===== src/logic/phylm_pkg.sv =====
// Shared constants and types for the link mode and fault status block.
// Assumes one 20 MHz clock and synchronous active-high reset.
package phylm_pkg;
    localparam int unsigned CLK_MHZ         = 20;
    localparam int unsigned LINK_PULSE_US   = 16000;
    localparam int unsigned LINK_PULSE_CYC  = LINK_PULSE_US * CLK_MHZ;
    localparam int unsigned SOFT_RST_US     = 258;
    localparam int unsigned SOFT_RST_CYC    = SOFT_RST_US * CLK_MHZ;
    localparam int unsigned PREAMBLE_BITS   = 32;
    localparam int unsigned HDR_BITS        = 14;
    localparam int unsigned DATA_BITS       = 16;

    // Register numbers
    localparam logic [4:0] REG_CTRL   = 5'h00;
    localparam logic [4:0] REG_STAT   = 5'h01;
    localparam logic [4:0] REG_ADV    = 5'h04;
    localparam logic [4:0] REG_LPA    = 5'h05;
    localparam logic [4:0] REG_MIICFG = 5'h1a;

    // Bit positions
    localparam int unsigned CTRL_RESET   = 15;
    localparam int unsigned CTRL_SPEED   = 13;
    localparam int unsigned CTRL_AN_EN   = 12;
    localparam int unsigned CTRL_PWRDN   = 11;
    localparam int unsigned CTRL_AN_RST  = 9;
    localparam int unsigned CTRL_DUPLEX  = 8;
    localparam int unsigned STAT_AN_DONE = 5;
    localparam int unsigned STAT_RFAULT  = 4;
    localparam int unsigned STAT_LINK    = 2;
    localparam int unsigned PAGE_RFAULT  = 13;
    localparam int unsigned PAGE_100FD   = 8;
    localparam int unsigned PAGE_100HD   = 7;
    localparam int unsigned PAGE_10FD    = 6;
    localparam int unsigned PAGE_10HD    = 5;
    localparam int unsigned MIICFG_DRIVE = 11;

    // Reset values, management frame codes and strapped PHY addresses
    localparam logic [15:0] CTRL_RST_VAL   = 16'h3100;
    localparam logic [15:0] STAT_FIXED     = 16'h7808;
    localparam logic [15:0] ADV_RST_VAL    = 16'h01e1;
    localparam logic [1:0]  MDIO_ST        = 2'h1;
    localparam logic [1:0]  MDIO_OP_RD     = 2'h2;
    localparam logic [1:0]  MDIO_OP_WR     = 2'h1;
    localparam logic [4:0]  PHY_ADDR_2     = 5'h1c;
    localparam logic [4:0]  PHY_ADDR_3     = 5'h1d;

    typedef struct packed {
        logic       err;
        logic [3:0] nib;
    } phylm_rx_t;

    localparam int unsigned RX_W = $bits(phylm_rx_t);

    typedef enum { AN_FORCED, AN_ABILITY, AN_LINKED } phylm_an_t;
    typedef enum { MD_PRE, MD_HDR, MD_TA, MD_DATA } phylm_md_t;
endpackage : phylm_pkg


===== src/logic/phylm_buf.sv =====
// Two-entry receive buffer between line decoder and MAC.
// Assumes the consumer may stall at any time.
`timescale 1ns/100ps
`default_nettype none
module phylm_buf #(
    parameter int unsigned W = 5
) (
    // Clock and reset
    input  wire logic         core_clk,
    input  wire logic         srst,
    // Fill side
    input  wire logic         in_valid,
    input  wire logic [W-1:0] in_data,
    output var  logic         in_ready,
    // Drain side
    output var  logic         out_valid,
    output var  logic [W-1:0] out_data,
    input  wire logic         out_ready
);
    logic         v1_r;
    logic [W-1:0] d1_r;
    logic         push;
    logic         pop;

    assign push     = in_valid & ~v1_r;
    assign pop      = out_valid & out_ready;

    always_ff @(posedge core_clk) begin
        if (srst) begin
            out_valid <= 1'b0;
            v1_r      <= 1'b0;
            in_ready  <= 1'b1;
            out_data  <= '0;
            d1_r      <= '0;
        end else if (pop && v1_r) begin
            out_data <= d1_r;
            v1_r     <= 1'b0;
            in_ready <= 1'b1;
        end else if (pop || !out_valid) begin
            out_valid <= push;
            out_data  <= in_data;
        end else if (push) begin
            d1_r <= in_data;
            v1_r <= 1'b1;
            in_ready <= 1'b0;
        end
    end
endmodule : phylm_buf
`default_nettype wire


===== src/logic/phylm_top.sv =====
// Link mode resolution, fault status and management registers.
// Assumes line-side detectors give synchronous pulses and levels.
`timescale 1ns/100ps
`default_nettype none
module phylm_top #(
    parameter int unsigned LP_CYC   = phylm_pkg::LINK_PULSE_CYC,
    parameter int unsigned SRST_CYC = phylm_pkg::SOFT_RST_CYC
) (
    // Clock and reset
    input  wire logic                 core_clk,
    input  wire logic                 srst,
    // Straps
    input  wire logic [1:0]           addr_strap,
    input  wire logic [15:0]          adv_strap,
    // Management pins
    input  wire logic                 mdc,
    input  wire logic                 mdio_in,
    output logic                      mdio_out,
    output logic                      mdio_oe,
    // Line side detectors
    input  wire logic                 lp_page_vld,
    input  wire logic [15:0]          lp_page,
    input  wire logic                 nlp_det,
    input  wire logic                 idle_det,
    input  wire logic                 link_ok,
    // Line side controls
    output logic                      flp_send,
    output logic [15:0]               adv_word,
    output logic                      tx_idle_sym,
    output logic                      tx_link_pulse,
    output logic                      port_off,
    // Receive stream from decoder
    input  wire logic                 rx_in_valid,
    input  wire phylm_pkg::phylm_rx_t rx_in,
    output logic                      rx_in_ready,
    // MAC side
    input  wire logic                 mac_tx_en,
    output logic                      mac_rx_valid,
    output phylm_pkg::phylm_rx_t      mac_rx,
    input  wire logic                 mac_rx_ready,
    output logic                      mii_rate_100,
    output logic                      mii_full_dup,
    output logic                      mii_drive_hi
);
    import phylm_pkg::*;

    logic [15:0] ctrl_r, adv_r, adv_hw_r, lpa_r, miicfg_r;
    logic        rf_lh_r, an_done_r, link_r, spd_r, dup_r;
    logic [4:0]  phy_addr_r;
    logic [12:0] srst_cnt_r;
    logic [24:0] lp_cnt_r;
    phylm_an_t   an_r;
    phylm_md_t   md_r;
    logic        mdc_d_r, ones_ok_r, rd_r, wr_r;
    logic [5:0]  ones_r;
    logic [4:0]  cnt_r, wa_r;
    logic [15:0] sh_r;
    logic        wr_stb_r, rd_stat_r;
    logic [15:0] wd_r;
    logic [4:0]  wreg_r;
    logic        mdc_rise, hdr_last, pwrdn;
    logic [15:0] hdr;
    phylm_rx_t   buf_out;
    logic        buf_vld, buf_rdy;

    function automatic logic [15:0] reg_read(input logic [4:0] a);
        case (a)
            REG_CTRL:   reg_read = ctrl_r;
            REG_STAT:   reg_read = STAT_FIXED
                                   | (16'(an_done_r) << STAT_AN_DONE)
                                   | (16'(rf_lh_r) << STAT_RFAULT)
                                   | (16'(link_r) << STAT_LINK);
            REG_ADV:    reg_read = adv_r;
            REG_LPA:    reg_read = lpa_r;
            REG_MIICFG: reg_read = miicfg_r;
            default:    reg_read = 16'h0000;
        endcase
    endfunction : reg_read

    function automatic logic wr_hit(input logic [4:0] a);
        wr_hit = wr_stb_r && (wreg_r == a);
    endfunction : wr_hit

    assign mdc_rise = mdc && !mdc_d_r;
    assign hdr      = {sh_r[14:0], mdio_in};
    assign hdr_last = (cnt_r == 5'(HDR_BITS - 1));
    assign pwrdn    = ctrl_r[CTRL_PWRDN];

    // Strap capture at reset
    always_ff @(posedge core_clk) begin
        if (srst) begin
            case (addr_strap)
                2'h0:    phy_addr_r <= 5'h00;
                2'h1:    phy_addr_r <= 5'h01;
                2'h2:    phy_addr_r <= PHY_ADDR_2;
                default: phy_addr_r <= PHY_ADDR_3;
            endcase
            adv_hw_r <= adv_strap;
        end
    end

    // Management frame engine
    always_ff @(posedge core_clk) begin
        if (srst) begin
            mdc_d_r <= 1'b0;
            md_r <= MD_PRE;
            ones_r <= '0;
            cnt_r <= '0;
            sh_r <= '0;
            rd_r <= 1'b0;
            wr_r <= 1'b0;
            wa_r <= '0;
            mdio_out <= 1'b0;
            mdio_oe <= 1'b0;
            wr_stb_r <= 1'b0;
            rd_stat_r <= 1'b0;
            wd_r <= '0;
            wreg_r <= '0;
        end else begin
            mdc_d_r <= mdc;
            wr_stb_r <= 1'b0;
            rd_stat_r <= 1'b0;
            if (mdc_rise) begin
                case (md_r)
                    MD_PRE: begin
                        if (mdio_in) begin
                            if (ones_r != 6'(PREAMBLE_BITS))
                                ones_r <= ones_r + 6'h01;
                        end else begin
                            ones_r <= '0;
                            if (ones_r == 6'(PREAMBLE_BITS)) begin
                                md_r <= MD_HDR;
                                cnt_r <= 5'h01;
                                sh_r <= '0;
                            end
                        end
                    end
                    MD_HDR: begin
                        sh_r <= hdr;
                        cnt_r <= cnt_r + 5'h01;
                        if (hdr_last) begin
                            md_r <= MD_TA;
                            cnt_r <= '0;
                            wa_r <= hdr[4:0];
                            rd_r <= hdr[13:12] == MDIO_ST
                                    && hdr[11:10] == MDIO_OP_RD
                                    && hdr[9:5] == phy_addr_r;
                            wr_r <= hdr[13:12] == MDIO_ST
                                    && hdr[11:10] == MDIO_OP_WR
                                    && hdr[9:5] == phy_addr_r;
                        end
                    end
                    MD_TA: begin
                        cnt_r <= cnt_r + 5'h01;
                        if (cnt_r == 5'h00) begin
                            mdio_oe <= rd_r;
                            mdio_out <= 1'b0;
                            sh_r <= reg_read(wa_r);
                            rd_stat_r <= rd_r && wa_r == REG_STAT;
                        end else begin
                            md_r <= MD_DATA;
                            cnt_r <= '0;
                            mdio_out <= sh_r[15];
                            sh_r <= {sh_r[14:0], 1'b0};
                        end
                    end
                    MD_DATA: begin
                        cnt_r <= cnt_r + 5'h01;
                        mdio_out <= sh_r[15];
                        sh_r <= rd_r ? {sh_r[14:0], 1'b0} : hdr;
                        if (cnt_r == 5'(DATA_BITS - 1)) begin
                            md_r <= MD_PRE;
                            mdio_oe <= 1'b0;
                            mdio_out <= 1'b0;
                            wr_stb_r <= wr_r;
                            wd_r <= hdr;
                            wreg_r <= wa_r;
                        end
                    end
                    default: md_r <= MD_PRE;
                endcase
            end
        end
    end

    // Control register with self-clearing soft reset
    always_ff @(posedge core_clk) begin
        if (srst) begin
            ctrl_r <= CTRL_RST_VAL;
            srst_cnt_r <= '0;
        end else if (ctrl_r[CTRL_RESET]) begin
            ctrl_r[CTRL_AN_RST] <= 1'b0;
            if (srst_cnt_r == 13'(SRST_CYC - 1)) begin
                ctrl_r <= CTRL_RST_VAL;
                srst_cnt_r <= '0;
            end else begin
                srst_cnt_r <= srst_cnt_r + 13'h0001;
            end
        end else if (wr_hit(REG_CTRL)) begin
            ctrl_r <= wd_r;
        end else if (an_r == AN_ABILITY) begin
            ctrl_r[CTRL_AN_RST] <= 1'b0;
        end
    end

    // Advertisement and drive strength registers
    always_ff @(posedge core_clk) begin
        if (srst) begin
            adv_r <= ADV_RST_VAL;
            miicfg_r <= '0;
        end else if (ctrl_r[CTRL_RESET]) begin
            adv_r <= adv_hw_r;
            miicfg_r <= '0;
        end else begin
            if (wr_hit(REG_ADV))
                adv_r <= wd_r;
            if (wr_hit(REG_MIICFG))
                miicfg_r <= wd_r;
        end
    end

    // Negotiation and parallel detection
    always_ff @(posedge core_clk) begin
        if (srst || ctrl_r[CTRL_RESET]) begin
            an_r <= AN_ABILITY;
            an_done_r <= 1'b0;
            lpa_r <= '0;
            spd_r <= 1'b1;
            dup_r <= 1'b1;
        end else if (!ctrl_r[CTRL_AN_EN]) begin
            an_r <= AN_FORCED;
            an_done_r <= 1'b0;
            spd_r <= ctrl_r[CTRL_SPEED];
            dup_r <= ctrl_r[CTRL_DUPLEX];
        end else begin
            case (an_r)
                AN_ABILITY: begin
                    an_done_r <= 1'b0;
                    if (lp_page_vld) begin
                        lpa_r <= lp_page;
                        an_done_r <= 1'b1;
                        an_r <= AN_LINKED;
                        if (adv_r[PAGE_100FD] && lp_page[PAGE_100FD]) begin
                            spd_r <= 1'b1;
                            dup_r <= 1'b1;
                        end else if (adv_r[PAGE_100HD]
                                     && lp_page[PAGE_100HD]) begin
                            spd_r <= 1'b1;
                            dup_r <= 1'b0;
                        end else if (adv_r[PAGE_10FD]
                                     && lp_page[PAGE_10FD]) begin
                            spd_r <= 1'b0;
                            dup_r <= 1'b1;
                        end else begin
                            spd_r <= 1'b0;
                            dup_r <= 1'b0;
                        end
                    end else if (idle_det) begin
                        spd_r <= 1'b1;
                        dup_r <= 1'b0;
                        an_r <= AN_LINKED;
                    end else if (nlp_det) begin
                        spd_r <= 1'b0;
                        dup_r <= 1'b0;
                        an_r <= AN_LINKED;
                    end
                end
                AN_LINKED: begin
                    // Remote fault does not drop the link
                    if (!link_ok || ctrl_r[CTRL_AN_RST])
                        an_r <= AN_ABILITY;
                end
                default: an_r <= AN_ABILITY;
            endcase
        end
    end

    // Latched-high remote fault status
    always_ff @(posedge core_clk) begin
        if (srst || ctrl_r[CTRL_RESET])
            rf_lh_r <= 1'b0;
        else if (lp_page_vld && an_r == AN_ABILITY
                 && lp_page[PAGE_RFAULT])
            rf_lh_r <= 1'b1;
        else if (rd_stat_r)
            rf_lh_r <= 1'b0;
    end

    // Line and MAC side mode outputs
    always_ff @(posedge core_clk) begin
        if (srst) begin
            link_r <= 1'b0;
            flp_send <= 1'b0;
            adv_word <= '0;
            tx_idle_sym <= 1'b0;
            port_off <= 1'b0;
            mii_rate_100 <= 1'b0;
            mii_full_dup <= 1'b0;
            mii_drive_hi <= 1'b0;
        end else begin
            link_r <= link_ok && an_r != AN_ABILITY && !pwrdn;
            flp_send <= an_r == AN_ABILITY && ctrl_r[CTRL_AN_EN]
                        && !pwrdn;
            adv_word <= adv_r;
            tx_idle_sym <= spd_r && !mac_tx_en && an_r != AN_ABILITY
                           && !pwrdn;
            port_off <= pwrdn;
            mii_rate_100 <= spd_r;
            mii_full_dup <= dup_r;
            mii_drive_hi <= miicfg_r[MIICFG_DRIVE];
        end
    end

    // Periodic 10 Mb/s link pulse
    always_ff @(posedge core_clk) begin
        if (srst || spd_r || an_r == AN_ABILITY || pwrdn) begin
            lp_cnt_r <= '0;
            tx_link_pulse <= 1'b0;
        end else begin
            tx_link_pulse <= 1'b0;
            if (lp_cnt_r == 25'(LP_CYC - 1)) begin
                lp_cnt_r <= '0;
                tx_link_pulse <= !mac_tx_en;
            end else begin
                lp_cnt_r <= lp_cnt_r + 25'h0000001;
            end
        end
    end

    // Receive path buffering
    phylm_buf #(.W(RX_W)) u_buf (
        .core_clk  (core_clk),
        .srst      (srst),
        .in_valid  (rx_in_valid),
        .in_data   (rx_in),
        .in_ready  (buf_rdy),
        .out_valid (buf_vld),
        .out_data  (buf_out),
        .out_ready (mac_rx_ready)
    );

    assign rx_in_ready  = buf_rdy;
    assign mac_rx_valid = buf_vld;
    assign mac_rx       = buf_out;
endmodule : phylm_top
`default_nettype wire


===== config.mk =====
export PLATFORM = sky130hd
export DESIGN_NAME = phylm_top
export DESIGN_NICKNAME = d
export VERILOG_FILES = /design/src/logic/phylm_pkg.sv /design/src/logic/phylm_buf.sv /design/src/logic/phylm_top.sv
export SDC_FILE = /design/constraint.sdc
export NUM_CORES = 1
export LEC_CHECK = 0
export ABC_AREA = 1
export BUFFER_PORTS_ARGS = -buffer_cell sky130_fd_sc_hd__buf_2
export CORE_UTILIZATION = 39
export DETAILED_ROUTE_END_ITERATION = 10
export PLACE_DENSITY = 0.57
export SYNTH_ARGS = -nofsm -noshare
export SYNTH_HDL_FRONTEND = slang
export SYNTH_SLANG_ARGS = --single-unit

===== constraint.sdc =====
create_clock -name core_clk -period 3.9 [get_ports core_clk]
set_input_delay 0 -clock core_clk [delete_from_list [all_inputs] [get_ports core_clk]]
set_output_delay 0 -clock core_clk [all_outputs]
set_load 0.01 [all_outputs]

==> After elaboration in Yosys (flattened, before gate mapping) <==
Cells that the tools add are included.
{ "op_classes": {"eq_ne": 39, "n_mux": 60, "reduce_logical": 67, "bitwise": 14, "n_addsub": 4} }
{ "ops": {"columns": ["cell", "count"], "rows": [
  ["32-bit two-way mux", 9],
  ["32-bit by 2-bit equality test with 1-bit output (second input constant)", 4],
  ["32-bit case mux with 4 select lines", 1],
  ["16-bit two-way mux", 7],
  ["16-bit case mux with 5 select lines", 1],
  ["32-bit by 1-bit equality test with 1-bit output (second input constant)", 2],
  ["16-bit case mux with 4 select lines", 1],
  ["32-bit case mux with 2 select lines", 1],
  ["32-bit zero test", 1],
  ["32-bit by 2-bit inequality test with 1-bit output (second input constant)", 1],
  ["5-bit two-way mux", 6],
  ["25-bit by 1-bit adder with 25-bit output (second input constant)", 1],
  ["25-bit by 19-bit equality test with 1-bit output (second input constant)", 1],
  ["1-bit two-way mux", 25],
  ["1-bit logical AND", 22],
  ["5-bit case mux with 4 select lines", 1],
  ["6-bit two-way mux", 3],
  ["5-bit by 3-bit equality test with 1-bit output (second input constant)", 3],
  ["5-bit zero test", 3],
  ["15-bit by 3-bit OR with 15-bit output", 1],
  ["15-bit by 5-bit OR with 15-bit output", 1],
  ["5-bit case mux with 3 select lines", 1],
  ["3-bit AND reduction", 5],
  ["2-bit inequality test (second input constant)", 7],
  ["32 further kinds", 76]
]} }
{ "word_totals": {"register_bits": 288} }

==> Depth between registers and ports, before layout <==
Gate-level depths: netlist (run 1).
{ "depth": {"depth_word": 7, "ltp_mapped": 12, "depth_no_buf": 12} }

==> Hierarchy <==
A second synthesis (run 1) with hierarchy kept.
{ "hier_totals": {"hier_cells": 1333, "area_unflattened_um2": 9779.4} }
{ "modules_own_cells": {"columns": ["mod", "area_each_um2", "seq_area_each_um2", "cells_each", "instances"], "rows": [
  ["phylm_top", 9171.3, 4424.2, 1241, 1],
  ["phylm_buf", 608.1, 260.2, 92, 1]
]} }

==> Worst setup path before layout (run 1) <==
Ideal clock, no wire load.
{ "synth_path": {"path_kind": "flip-flop to flip-flop", "from": "register cnt_r[0]", "to": "register wd_r[14]", "required_ns": 3.772, "setup_ns": 0.128, "slack_ns": 2.244, "n_path_buf": 1, "arrival_ns": 1.528, "path_stages_with_launch": 11, "synth_period_minus_slack_ns": 1.656, "path_cell_list": "dfxtp_1 > ha_1 > nand2_1 > nor2_1 > ha_1 > nand2_1 > nor2_1 > inv_1 > clkbuf_1 > o21ai_0 > a21oi_1"} }
{ "synth_between": {"elab_chain_len": 2} }
{ "synth_rtl": {"columns": ["element", "line", "text"], "rows": [
  ["from (decl)", "phylm_top.sv:56", "logic [4:0] cnt_r, wa_r;"],
  ["from (signal assigned)", "phylm_top.sv:140", "cnt_r <= cnt_r + 5'h01;"],
  ["from (signal assigned)", "phylm_top.sv:154", "cnt_r <= cnt_r + 5'h01;"],
  ["from (signal assigned)", "phylm_top.sv:168", "cnt_r <= cnt_r + 5'h01;"],
  ["5-bit by 4-bit equality test with 1-bit output", "phylm_top.sv:171", "if (cnt_r == 5'(DATA_BITS - 1)) begin"],
  ["3-bit AND reduction (no source line)", null, null],
  ["to (signal assigned)", "phylm_top.sv:176", "wd_r <= hdr;"],
  ["to (decl)", "phylm_top.sv:59", "logic [15:0] wd_r;"]
]} }
Every way passes these cells.
A chain may end at the register's enable or synchronous reset.

==> Final worst setup path (run 1) <==
{ "layout_path": {"from": "register wreg_r[4]", "to": "register adv_r[14]"} }
{ "layout_between": {"elab_chain_len": 3} }
{ "layout_rtl": {"columns": ["element", "line", "text"], "rows": [
  ["from (decl)", "phylm_top.sv:60", "logic [4:0] wreg_r;"],
  ["from (signal assigned)", "phylm_top.sv:177", "wreg_r <= wa_r;"],
  ["5-bit by 3-bit equality test with 1-bit output", "phylm_top.sv:81", "wr_hit = wr_stb_r && (wreg_r == a);"],
  ["1-bit logical AND", "phylm_top.sv:81", null],
  ["2-bit nonzero test (no source line)", null, null],
  ["to (signal assigned)", "phylm_top.sv:212", "adv_r <= adv_hw_r;"],
  ["to (signal assigned)", "phylm_top.sv:216", "adv_r <= wd_r;"],
  ["to (decl)", "phylm_top.sv:47", "logic [15:0] ctrl_r, adv_r, adv_hw_r, lpa_r, miicfg_r;"]
]} }
Every way passes these cells.

==> impl_metrics.csv, run 1 <==
group,metric,value,unit
run_status,status,"finished, final reports clean",
floorplanning,die_w,159.8,µm
pwr,p_sw,1.135,mW
sta,finClkSkew,0.01858,ns
pwr,power.total,5.166,mW
logic_synthesis,postSynthAreaPerCell,7.454,µm²
routing,postRouteAntennaNets,0,
sta,finalCritPeriodShare,61.52,%
logic_synthesis,ys_ff_latch,225,
hold_path,hold_class,"input pin to flop",
cells_and_area,utilization,48.28,%
cts,clock_latency,0.53,ns
job,drv_cap,0,
pwr,vdd_drop_max,0.0003385,V
logic_synthesis,synth_ff_type,"dfxtp_1",
cts,cts_root_buf,"clkbuf_16",
cells_and_area,n_antenna_cell,0,
routing,vias,8709,
placement,hpwl,18.61,mm
worst_setup_path,worstSetupStartpoint,"wreg_r[4]$_SDFFE_PP0P_",
cts,cts_made_buffers,26,
global_routing,grt.overflow.total,0,
sta,slew_headroom,35.52,%
cells_and_area,fill_cells,2484,
cells_and_area,nets,1487,
worst_setup_path,arrival,2.87,ns
worst_setup_path,reg2reg_to,"adv_r[14]$_SDFFE_PP0P_",
cells_and_area,layout.cells.non_filler,1766,
cts,clk_pin_slew,0.06,ns
worst_setup_path,r2r_slack,1.50,ns
worst_setup_path,required,4.37,ns
floorplanning,core-area,0.02439,mm²
floorplanning,std_cell_rows,57,
worst_setup_path,r2r_cells,7,
logic_synthesis,netlist_instances,1303,
global_routing,grt_max_degree,58,
global_routing,antenna_found_initial,0,
routing,drt-total-wl,26.57,mm
sta,maxSlewViolCount,0,
cells_and_area,area_growth,21.23,%
placement,port_buffers,81,
placement,place_congestion,0.8306,
sta,rsz0062_at_grt,"false",
routing,route.detailed.drc,0,
worst_setup_path,setup.worst_path.end,"adv_r[14]$_SDFFE_PP0P_",
logic_synthesis,yosys_warnings,0,
cells_and_area,layout-drive-gt1-share,10.75,%
cts,clock_path_buffers,3,
logic_synthesis,synth-edff-count,18,
logic_synthesis,yosys.cell_types.count,38,
cts,numClockSinks,225,
pwr,leakagePower,4.780,nW
worst_setup_path,worstSetupPathType,"flop to flop",
global_routing,grt_pass1_wl,42.66,mm
routing,avgViaCountPerCell,4.931,
global_routing,grt_usage,20.65,%
worst_setup_path,cp-start-kind,"flop",
floorplanning,fp.dieH,159.8,µm
pwr,power_frac_seq,46.9,%
global_routing,grt_pass1_vias,8101,
sta,timing_hold_violations_final,0,
sta,finalSetupTns,0,ns
floorplanning,die-area,0.02554,mm²
sta,worstMarginPinSlew,0.9636,ns
worst_setup_path,rr_startpoint,"wreg_r[4]$_SDFFE_PP0P_",
worst_setup_path,critPathMaxFanout,14,
routing,drtIter0Drc,611,
pwr,power_frac_comb,4.7,%
pwr,internal-power,4.031,mW
logic_synthesis,seq_area_frac_synth,48.23,%
pwr,clkPwrFrac,48.4,%
placement,place_inst,1665,
floorplanning,initial_core_util,39.82,%
routing,first_pass_iters,6,
routing,wl_per_cell,15.04,µm
floorplanning,io_pins,82,
cts,h-tree-depth,1,
cts,post_cts_buffers,0,
logic_synthesis,netlist_area,0.009713,mm²
sta,fmax,0.4168,GHz
pwr,swShare,21.97,%
worst_setup_path,crit_path_end_kind,"flop",
cts,tritoncts,"built",
pwr,p_per_area,438.7,mW/mm²
sta,setup_viol,0,
logic_synthesis,async_flop_share,0,%
logic_synthesis,synth_fp_nets,1366,
sta,fin_crit,2.399,ns
[worst min-delay path by stage]
stage                        from                  endpoint  cells past startpoint
CTS                  adv_strap[3]     adv_hw_r[3]$_DFFE_PP_                      2
global route         adv_strap[3]     adv_hw_r[3]$_DFFE_PP_                      2
global placement     adv_strap[2]     adv_hw_r[2]$_DFFE_PP_                      1
detailed placement  adv_strap[10]    adv_hw_r[10]$_DFFE_PP_                      1
finish               adv_strap[7]     adv_hw_r[7]$_DFFE_PP_                      2
floorplan               mac_tx_en  tx_link_pulse$_SDFF_PP0_                      1
[critical path, stage by stage, from the launching register on]
cell and delay, ns:
dfxtp_1 0.32, nor3_1 0.18, nand3_1 0.13, nor2_1 0.75, nor2_1 0.43, inv_1 0.28
o21ai_0 0.11, a21oi_1 0.13
[per-stage QoR]
| step | hold slack [ns] | cell area, µm² | worst slack, ns |
|---|---|---|---|
| global route | 0.1814 | 11780 | 1.239 |
| CTS | 0.1644 | 11780 | 1.500 |
| floorplan | 0.07615 | 9713 | 2.244 |
| finish | 0.1835 | 11780 | 1.501 |
| global placement | 0.1777 | 10340 | 1.546 |
| detailed placement | 0.1787 | 10340 | 1.530 |
[cells by family after synthesis]
family	after synthesis	synth area share [%]
AND/OR/NAND/NOR	627	28.00
AO/OA/AOI/OAI	235	12.95
flip-flops	225	48.23
buffers and inverters	188	7.793
XOR/XNOR	15	1.353
adder cells (fa/ha/maj)	13	1.675
[registers in the layout, indices dropped and copies added, names as in the netlist, 6 cells and up]
name	cells
lpa_r	16
wd_r	16
adv_r	16
ones_r	6
ctrl_r	16
sh_r	16
lp_cnt_r	25
adv_word	16
srst_cnt_r	13
adv_hw_r	16
miicfg_r	16
[layout by cell type (no fill, tap or decap), types with 13 or more instances in the layout]
cell	count
clkbuf_16	27
buf_2	80
o21ai_0	77
inv_1	133
nand3_1	82
ha_1	13
a21oi_1	123
edfxtp_1	18
nor3_1	21
nand2_1	286
nor2_1	166
dfxtp_1	207
nand4_1	31
dlygate4sd3_1	55
[cell type report]
| class | instances | area [µm²] | share of cell area (%) |
|---|---|---|---|
| clock buffer | 37 | 753.2 | 6.397 |
| sequential | 225 | 4684 | 39.78 |
| timing repair buffer | 144 | 1018 | 8.650 |
| multi-input combinational | 890 | 4272 | 36.28 |
| inverter | 137 | 514.2 | 4.367 |
| tap | 324 | 405.4 | 3.443 |
| clock inverter | 9 | 127.6 | 1.084 |
[power by group through the flow]
stage | Sequential [mW] | Clock [mW] | Combinational, mW
6_report | 2.42 | 2.50 | 0.242
5_1_grt | 2.43 | 2.65 | 0.273
4_1_cts | 2.42 | 2.55 | 0.242
3_5_place_dp | 2.47 | 0 | 0.199
3_3_place_gp | 2.47 | 0 | 0.197
2_1_floorplan | 2.47 | 0 | 0.117
[synthesized netlist by cell type, types with 5 or more instances]
| master | instances | share of area, % |
|---|---|---|
| nor2_4 | 7 | 0.81 |
| nand4_1 | 31 | 2.0 |
| a21oi_1 | 123 | 6.3 |
| nor3_1 | 21 | 1.1 |
| nand2_1 | 286 | 11 |
| nand3_1 | 82 | 4.2 |
| edfxtp_1 | 18 | 5.6 |
| nor4_1 | 9 | 0.58 |
| ha_1 | 13 | 1.7 |
| a31oi_1 | 6 | 0.39 |
| dfxtp_1 | 207 | 43 |
| nor2_2 | 7 | 0.45 |
| o211ai_1 | 10 | 0.77 |
| inv_1 | 133 | 5.1 |
| clkbuf_1 | 25 | 0.97 |
| o21ai_0 | 77 | 4.0 |
| nor2_1 | 166 | 6.4 |
| a211oi_1 | 5 | 0.39 |
| xor2_1 | 12 | 1.1 |
| buf_2 | 17 | 0.88 |
| nor3b_1 | 5 | 0.39 |
| a22oi_1 | 8 | 0.62 |
[what timing repair did]
action	in CTS	in global routing
hold buffers	55	0
gates resized for setup	0	0
endpoints found under the hold margin	68	0
[layer usage]
| metal | vias to the layer above | track usage [%] | wire [µm] |
|---|---|---|---|
| met2 | 221 | 32.35 | 11620 |
| li1 | 4512 | - | - |
| met3 | 48 | 2.909 | 1319 |
| met4 | 0 | 7.359 | 871 |
| met1 | 3928 | 28.96 | 12760 |
| met5 | - | 0 | 0 |
No activity file was read; power rests on OpenSTA's default activity.
==> inputs of run 2 (changes only) <==
==> constraint.sdc (replaced) <==
create_clock -name core_clk -period 2.51 [get_ports core_clk]
set_input_delay 0 -clock core_clk [delete_from_list [all_inputs] [get_ports core_clk]]
set_output_delay 0 -clock core_clk [all_outputs]
set_load 0.01 [all_outputs]
==> run 2 against run 1 <==
Fmax increased by 9.7%. First-iteration DRC count grew 17%. Largest cell class unchanged. Final area grew 1.1%. Critical endpoint is now u_buf.d1_r[1]$_SDFFE_PP0P_. Register-to-register slack got worse by 1.2 ns. Global-route usage increased by 0.26 points. Utilization rose by 0.52 points. Flip-flop and latch count did not move. Via count increased by 1.2%. Die area did not move. Combinational power grew 58%.
==> impl_metrics.csv, run 2 (synthesis results as in run 1) <==
group,metric,value,unit
sta,setup_viol,0,
cts,cts_made_buffers,25,
routing,avgViaCountPerCell,4.955,
sta,finClkSkew,0.01142,ns
sta,slew_headroom,44.33,%
cells_and_area,nets,1498,
sta,rsz0062_at_grt,"false",
routing,vias,8810,
hold_path,hold_class,"input pin to flop",
cells_and_area,layout-drive-gt1-share,11.42,%
routing,postRouteAntennaNets,0,
floorplanning,fp.dieH,159.8,µm
cts,post_cts_resized,0,
cts,h-tree-depth,1,
global_routing,grt.overflow.total,0,
placement,hpwl,18.94,mm
global_routing,grt_usage,20.91,%
sta,finalCritPeriodShare,87.10,%
cells_and_area,final_common_cell,"nand2_1",
worst_setup_path,arrival,2.60,ns
floorplanning,core-area,0.02439,mm²
floorplanning,die-area,0.02554,mm²
placement,place_congestion,0.9039,
global_routing,grtUsageMet3,2.961,%
global_routing,grt_max_degree,48,
floorplanning,std_cell_rows,57,
cells_and_area,final_cell_mix,"286 x nand2_1, 207 x dfxtp_1, 166 x nor2_1",
routing,first_pass_iters,5,
cts,clock_path_buffers,3,
sta,worstMarginPinSlew,0.8320,ns
cells_and_area,area_growth,22.54,%
sta,timing_hold_violations_final,0,
cts,clk_pin_slew,0.06,ns
global_routing,antenna_found_initial,0,
global_routing,use_met2,33.23,%
pwr,vdd_drop_max,0.0004796,V
worst_setup_path,worst-path-buf-inv,4,
floorplanning,io_pins,82,
sta,fmax,0.4574,GHz
cts,cts_root_buf,"clkbuf_16",
sta,finalSetupTns,0,ns
worst_setup_path,critPathSlowestCell,"dlygate4sd3_1",
worst_setup_path,critPathMaxStageDelay,0.54,ns
global_routing,grtUsageMet1,29.39,%
cts,tritoncts,"built",
sta,maxSlewViolCount,0,
worst_setup_path,worstSetupPathType,"flop to flop",
sta,fin_crit,2.186,ns
cts,clock_latency,0.53,ns
floorplanning,initial_core_util,39.82,%
worst_setup_path,critPathMaxFanout,8,
cells_and_area,n_antenna_cell,0,
routing,drt-total-wl,26.68,mm
global_routing,grt_pass1_vias,8278,
routing,wl_per_cell,15.00,µm
run_status,status,"finished, final reports clean",
global_routing,grt_pass1_wl,43.18,mm
worst_setup_path,cp_common_cell,"nor2_1",
placement,port_buffers,81,
floorplanning,die_w,159.8,µm
worst_setup_path,required,2.92,ns
pwr,p_per_area,690.7,mW/mm²
cells_and_area,utilization,48.80,%
sta,fin_ws,0.3238,ns
cts,numClockSinks,225,
worst_setup_path,critPathTopFamily,"simple AND/OR/NAND/NOR gates",
worst_setup_path,crit_path_end_kind,"flop",
placement,pre_cts_slack,0.4209,ns
global_routing,grt_busiest_layer,"met2",
job,drv_cap,0,
routing,drtIter0Drc,716,
pwr,power.total,8.221,mW
cells_and_area,top_register,"lp_cnt_r",
routing,route.detailed.drc,0,
cells_and_area,largest_reg_flops,25,
pwr,leakagePower,4.850,nW
worst_setup_path,cp_cell_sequence,"inv_1 > nor2_1 > inv_1 > nor2_1 > inv_1 > nor2_1 > nor2_1 > dlygate4sd3_1",
worst_setup_path,cp-start-kind,"flop",
## run 2: worst paths after layout
check | start | cells after the start | slack [ns] | to
worst max-delay path | u_buf.out_valid$_SDFFE_PP0P_ | 8 | 0.32 | u_buf.d1_r[1]$_SDFFE_PP0P_
worst min register to register | dup_r$_SDFFE_PP1P_ | 2 | 0.43 | mii_full_dup$_SDFF_PP0_
worst min-delay path | adv_strap[1] | 2 | 0.19 | adv_hw_r[1]$_DFFE_PP_
worst max register to register | u_buf.out_valid$_SDFFE_PP0P_ | 8 | 0.32 | u_buf.d1_r[1]$_SDFFE_PP0P_
## run 2: layer usage
layer / routed length, µm / up-vias / share of wire [%]
li1: - / 4539 / -
met1: 12930 / 4019 / 48
met2: 11620 / 211 / 44
met3: 1433 / 41 / 5.4
met4: 685 / 0 / 2.6
met5: 0 / - / 0
## run 2: metrics by stage
step,std cells,hold slack [ns],area [µm²]
global route,1778,0.1822,11900
detailed placement,1677,0.1791,10430
global placement,1677,0.1774,10430
CTS,1778,0.1704,11900
floorplan,1303,0.07615,9713
finish,1778,0.1889,11900
## run 2: where the power goes
part	switching [mW]	internal [mW]	leakage, nW
Combinational	0.219	0.163	2.55
Clock	1.46	2.61	0.450
Sequential	0.0511	3.71	1.85
## run 2: what timing repair did
item,CTS,global route
hold endpoints to repair,97,0
buffers inserted,0,0
endpoints found under the setup margin,0,0
hold buffers,55,0
## run 2: layout make-up
cell class	instances	area, µm²
Clock buffer	34	679.4
Clock inverter	12	239.0
Fill cell	2439	12490
Inverter	137	514.2
Multi-Input combinational cell	890	4272
Sequential cell	225	4684
Tap cell	324	405.4
Timing Repair Buffer	156	1109
==> inputs of run 3 (changes only) <==
--- a/config.mk
+++ b/config.mk
@@ -12,4 +12,5 @@
 export PLACE_DENSITY = 0.57
 export SYNTH_ARGS = -nofsm -noshare
 export SYNTH_HDL_FRONTEND = slang
+export SYNTH_HIERARCHICAL = 1
 export SYNTH_SLANG_ARGS = --single-unit
==> run 3 against run 2 <==
Utilization fell by 0.42 points. Largest power group is now sequential cells. Largest cell class unchanged. Register-to-register slack improved by 0.13 ns. Hold slack worse by 0.020 ns. Critical path type unchanged. Sequential power barely moved. Global-route usage rose by 0.14 points. Cell count increased by 1.5%. Die area rose by 0.67%.
==> impl_metrics.csv, run 3 <==
group,metric,value,unit
logic_synthesis,yosysTopAreaCellShare,42.37,%
cells_and_area,area_growth,21.02,%
worst_setup_path,crit_path_end_kind,"flop",
logic_synthesis,yosys.area.top_type,"dfxtp_1",
global_routing,grt_max_degree,34,
global_routing,grt_pass1_vias,8277,
floorplanning,die_w,160.4,µm
routing,drt-total-wl,27.46,mm
cts,numClockSinks,225,
job,drv_cap,0,
global_routing,grt.overflow.total,0,
cts,tritoncts,"built",
hold_path,worstHoldStart,"adv_strap[10]",
pwr,power.total,7.732,mW
routing,first_pass_iters,5,
floorplanning,core-area,0.02446,mm²
logic_synthesis,synth_top_family_by_area,"simple AND/OR/NAND/NOR gates",
run_status,status,"finished, final reports clean",
sta,rsz0062_at_grt,"false",
placement,place_congestion,0.9136,
logic_synthesis,synth_fp_nets,1396,
placement,hpwl,19.31,mm
worst_setup_path,worstSetupStartpoint,"cnt_r[0]$_SDFFE_PP0P_",
logic_synthesis,netlist_instances,1333,
pwr,leakagePower,4.831,nW
cells_and_area,nets,1527,
logic_synthesis,synth_fa_ha_area_share,1.663,%
global_routing,grt_pass1_wl,43.48,mm
floorplanning,die-area,0.02571,mm²
cts,cts_made_buffers,26,
cells_and_area,final_common_cell,"nand2_1",
cells_and_area,fill_cells,2469,
routing,avgViaCountPerCell,5.057,
worst_setup_path,critPathMaxFanout,24,
cells_and_area,multi_input_comb_area,0.004289,mm²
cts,clk_pin_slew,0.06,ns
worst_setup_path,rr_startpoint,"cnt_r[0]$_SDFFE_PP0P_",
cells_and_area,n_antenna_cell,0,
sta,maxSlewViolCount,0,
worst_setup_path,critPathSlowestCell,"dfxtp_1",
sta,timing_hold_violations_final,0,
sta,setup_viol,0,
routing,route.detailed.drc,0,
worst_setup_path,required,2.90,ns
routing,postRouteAntennaNets,0,
sta,finalSetupTns,0,ns
floorplanning,std_cell_rows,57,
worst_setup_path,cp_cell_sequence,"ha_1 > nand2_1 > nor2_1 > ha_1 > nand2_1 > nor2_1 > inv_1 > o21ai_0 > a21oi_1",
logic_synthesis,synth-compound-area-share,12.69,%
sta,fmax,0.4870,GHz
cells_and_area,layout-drive-gt1-share,10.94,%
sta,slew_headroom,27.42,%
cts,post_cts_buffers,0,
worst_setup_path,worstSetupPathType,"flop to flop",
logic_synthesis,yosys.cell_types.count,40,
global_routing,antenna_found_initial,0,
logic_synthesis,muxShareOfSynthArea,0,%
cts,cts_root_buf,"clkbuf_16",
sta,fin_hold_ws,0.1687,ns
cells_and_area,final_cell_mix,"305 x nand2_1, 207 x dfxtp_1, 173 x nor2_1",
logic_synthesis,synth-edff-count,18,
sta,finClkSkew,0.02034,ns
cells_and_area,utilization,48.38,%
routing,vias,9127,
logic_synthesis,seq_area_frac_synth,47.90,%
worst_setup_path,arrival,2.44,ns
logic_synthesis,netlist_top_cells_area,"dfxtp_1 42%, nand2_1 12%, nor2_1 6.7%",
logic_synthesis,synth_xor_area_share,1.702,%
logic_synthesis,synthSimpleGateAreaFrac,27.78,%
floorplanning,io_pins,82,
cts,clock_latency,0.54,ns
cells_and_area,seq_area,0.004684,mm²
logic_synthesis,postSynthAreaPerCell,7.336,µm²
floorplanning,initial_core_util,39.98,%
logic_synthesis,netlist_area,0.009779,mm²
global_routing,grt_usage,21.05,%
worst_setup_path,critPathMaxStageDelay,0.40,ns
sta,fin_ws,0.4568,ns
sta,worstMarginPinSlew,1.081,ns
sta,finalCritPeriodShare,81.80,%
hold_path,hold_class,"input pin to flop",
cells_and_area,largest_reg_flops,25,
pwr,p_per_area,653.3,mW/mm²
placement,pre_cts_slack,0.4686,ns
cts,clock_path_buffers,3,
logic_synthesis,yosys_warnings,6,
worst_setup_path,cp-start-kind,"flop",
sta,fin_crit,2.053,ns
logic_synthesis,synthTopCellsByCount,"305 x nand2_1, 207 x dfxtp_1, 174 x nor2_1",
placement,port_buffers,81,
logic_synthesis,ys_ff_latch,225,
logic_synthesis,synth_ff_type,"dfxtp_1",
floorplanning,fp.dieH,160.4,µm
routing,wl_per_cell,15.21,µm
logic_synthesis,synth_most_common_cell,"nand2_1",
pwr,vdd_drop_max,0.0003924,V
cts,h-tree-depth,1,
cells_and_area,top_register,"lp_cnt_r",
worst_setup_path,r2r_slack,0.46,ns
logic_synthesis,async_flop_share,0,%
routing,drtIter0Drc,810,
-- run 3: metal layers --
layer | vias up | wire length, µm | GRT usage (%)
met1 | 4257 | 13380 | 30.78
li1 | 4588 | - | -
met5 | - | 0 | 0
met3 | 40 | 1540 | 2.789
met4 | 0 | 604 | 6.104
met2 | 242 | 11930 | 32.19
-- run 3: worst paths after layout --
check                                 to  cells past startpoint
setup / recovery   wd_r[14]$_SDFFE_PP0P_                      9
hold / removal    adv_hw_r[10]$_DFFE_PP_                      2
setup reg to reg   wd_r[14]$_SDFFE_PP0P_                      9
hold reg to reg      wr_stb_r$_SDFF_PP0_                      2
-- run 3: cell type report --
| class | instances | area share [%] |
|---|---|---|
| Clock buffer | 40 | 6.449 |
| Multi-Input combinational cell | 907 | 36.24 |
| Timing Repair Buffer | 156 | 9.303 |
| Clock inverter | 5 | 0.3066 |
| Inverter | 148 | 4.694 |
| Sequential cell | 225 | 39.58 |
| Tap cell | 324 | 3.425 |
-- run 3: worst max-delay path, delay by kind of cell (launching register included) --
family                   cells  cell delay [ns]
AO/OA/AOI/OAI                2             0.38
adder cells (fa/ha/maj)      2             0.38
buffers and inverters        1             0.34
flip-flops                   1             0.40
AND/OR/NAND/NOR              4             0.41
-- run 3: kinds of logic after synthesis --
group | after synthesis
compound gates | 236
xor+xnor | 19
fa+ha+maj | 13
buf+inv | 201
flops | 225
simple gates | 639
-- run 3: per-stage QoR --
step	cell area, µm²	instances
final	11840	1805
after CTS	11840	1805
after global routing	11840	1805
after detailed placement	10520	1708
after global placement	10520	1708
after floorplan	9779	1333
-- run 3: what timing repair did --
action	CTS	global route
setup endpoints to repair	0	0
hold buffers	52	0
resized for setup	0	0
hold endpoints to repair	76	0
-- run 3: power by group --
group	switching (mW)	internal, mW
Combinational	0.228	0.171
Sequential	0.0489	3.72
Clock	1.49	2.08
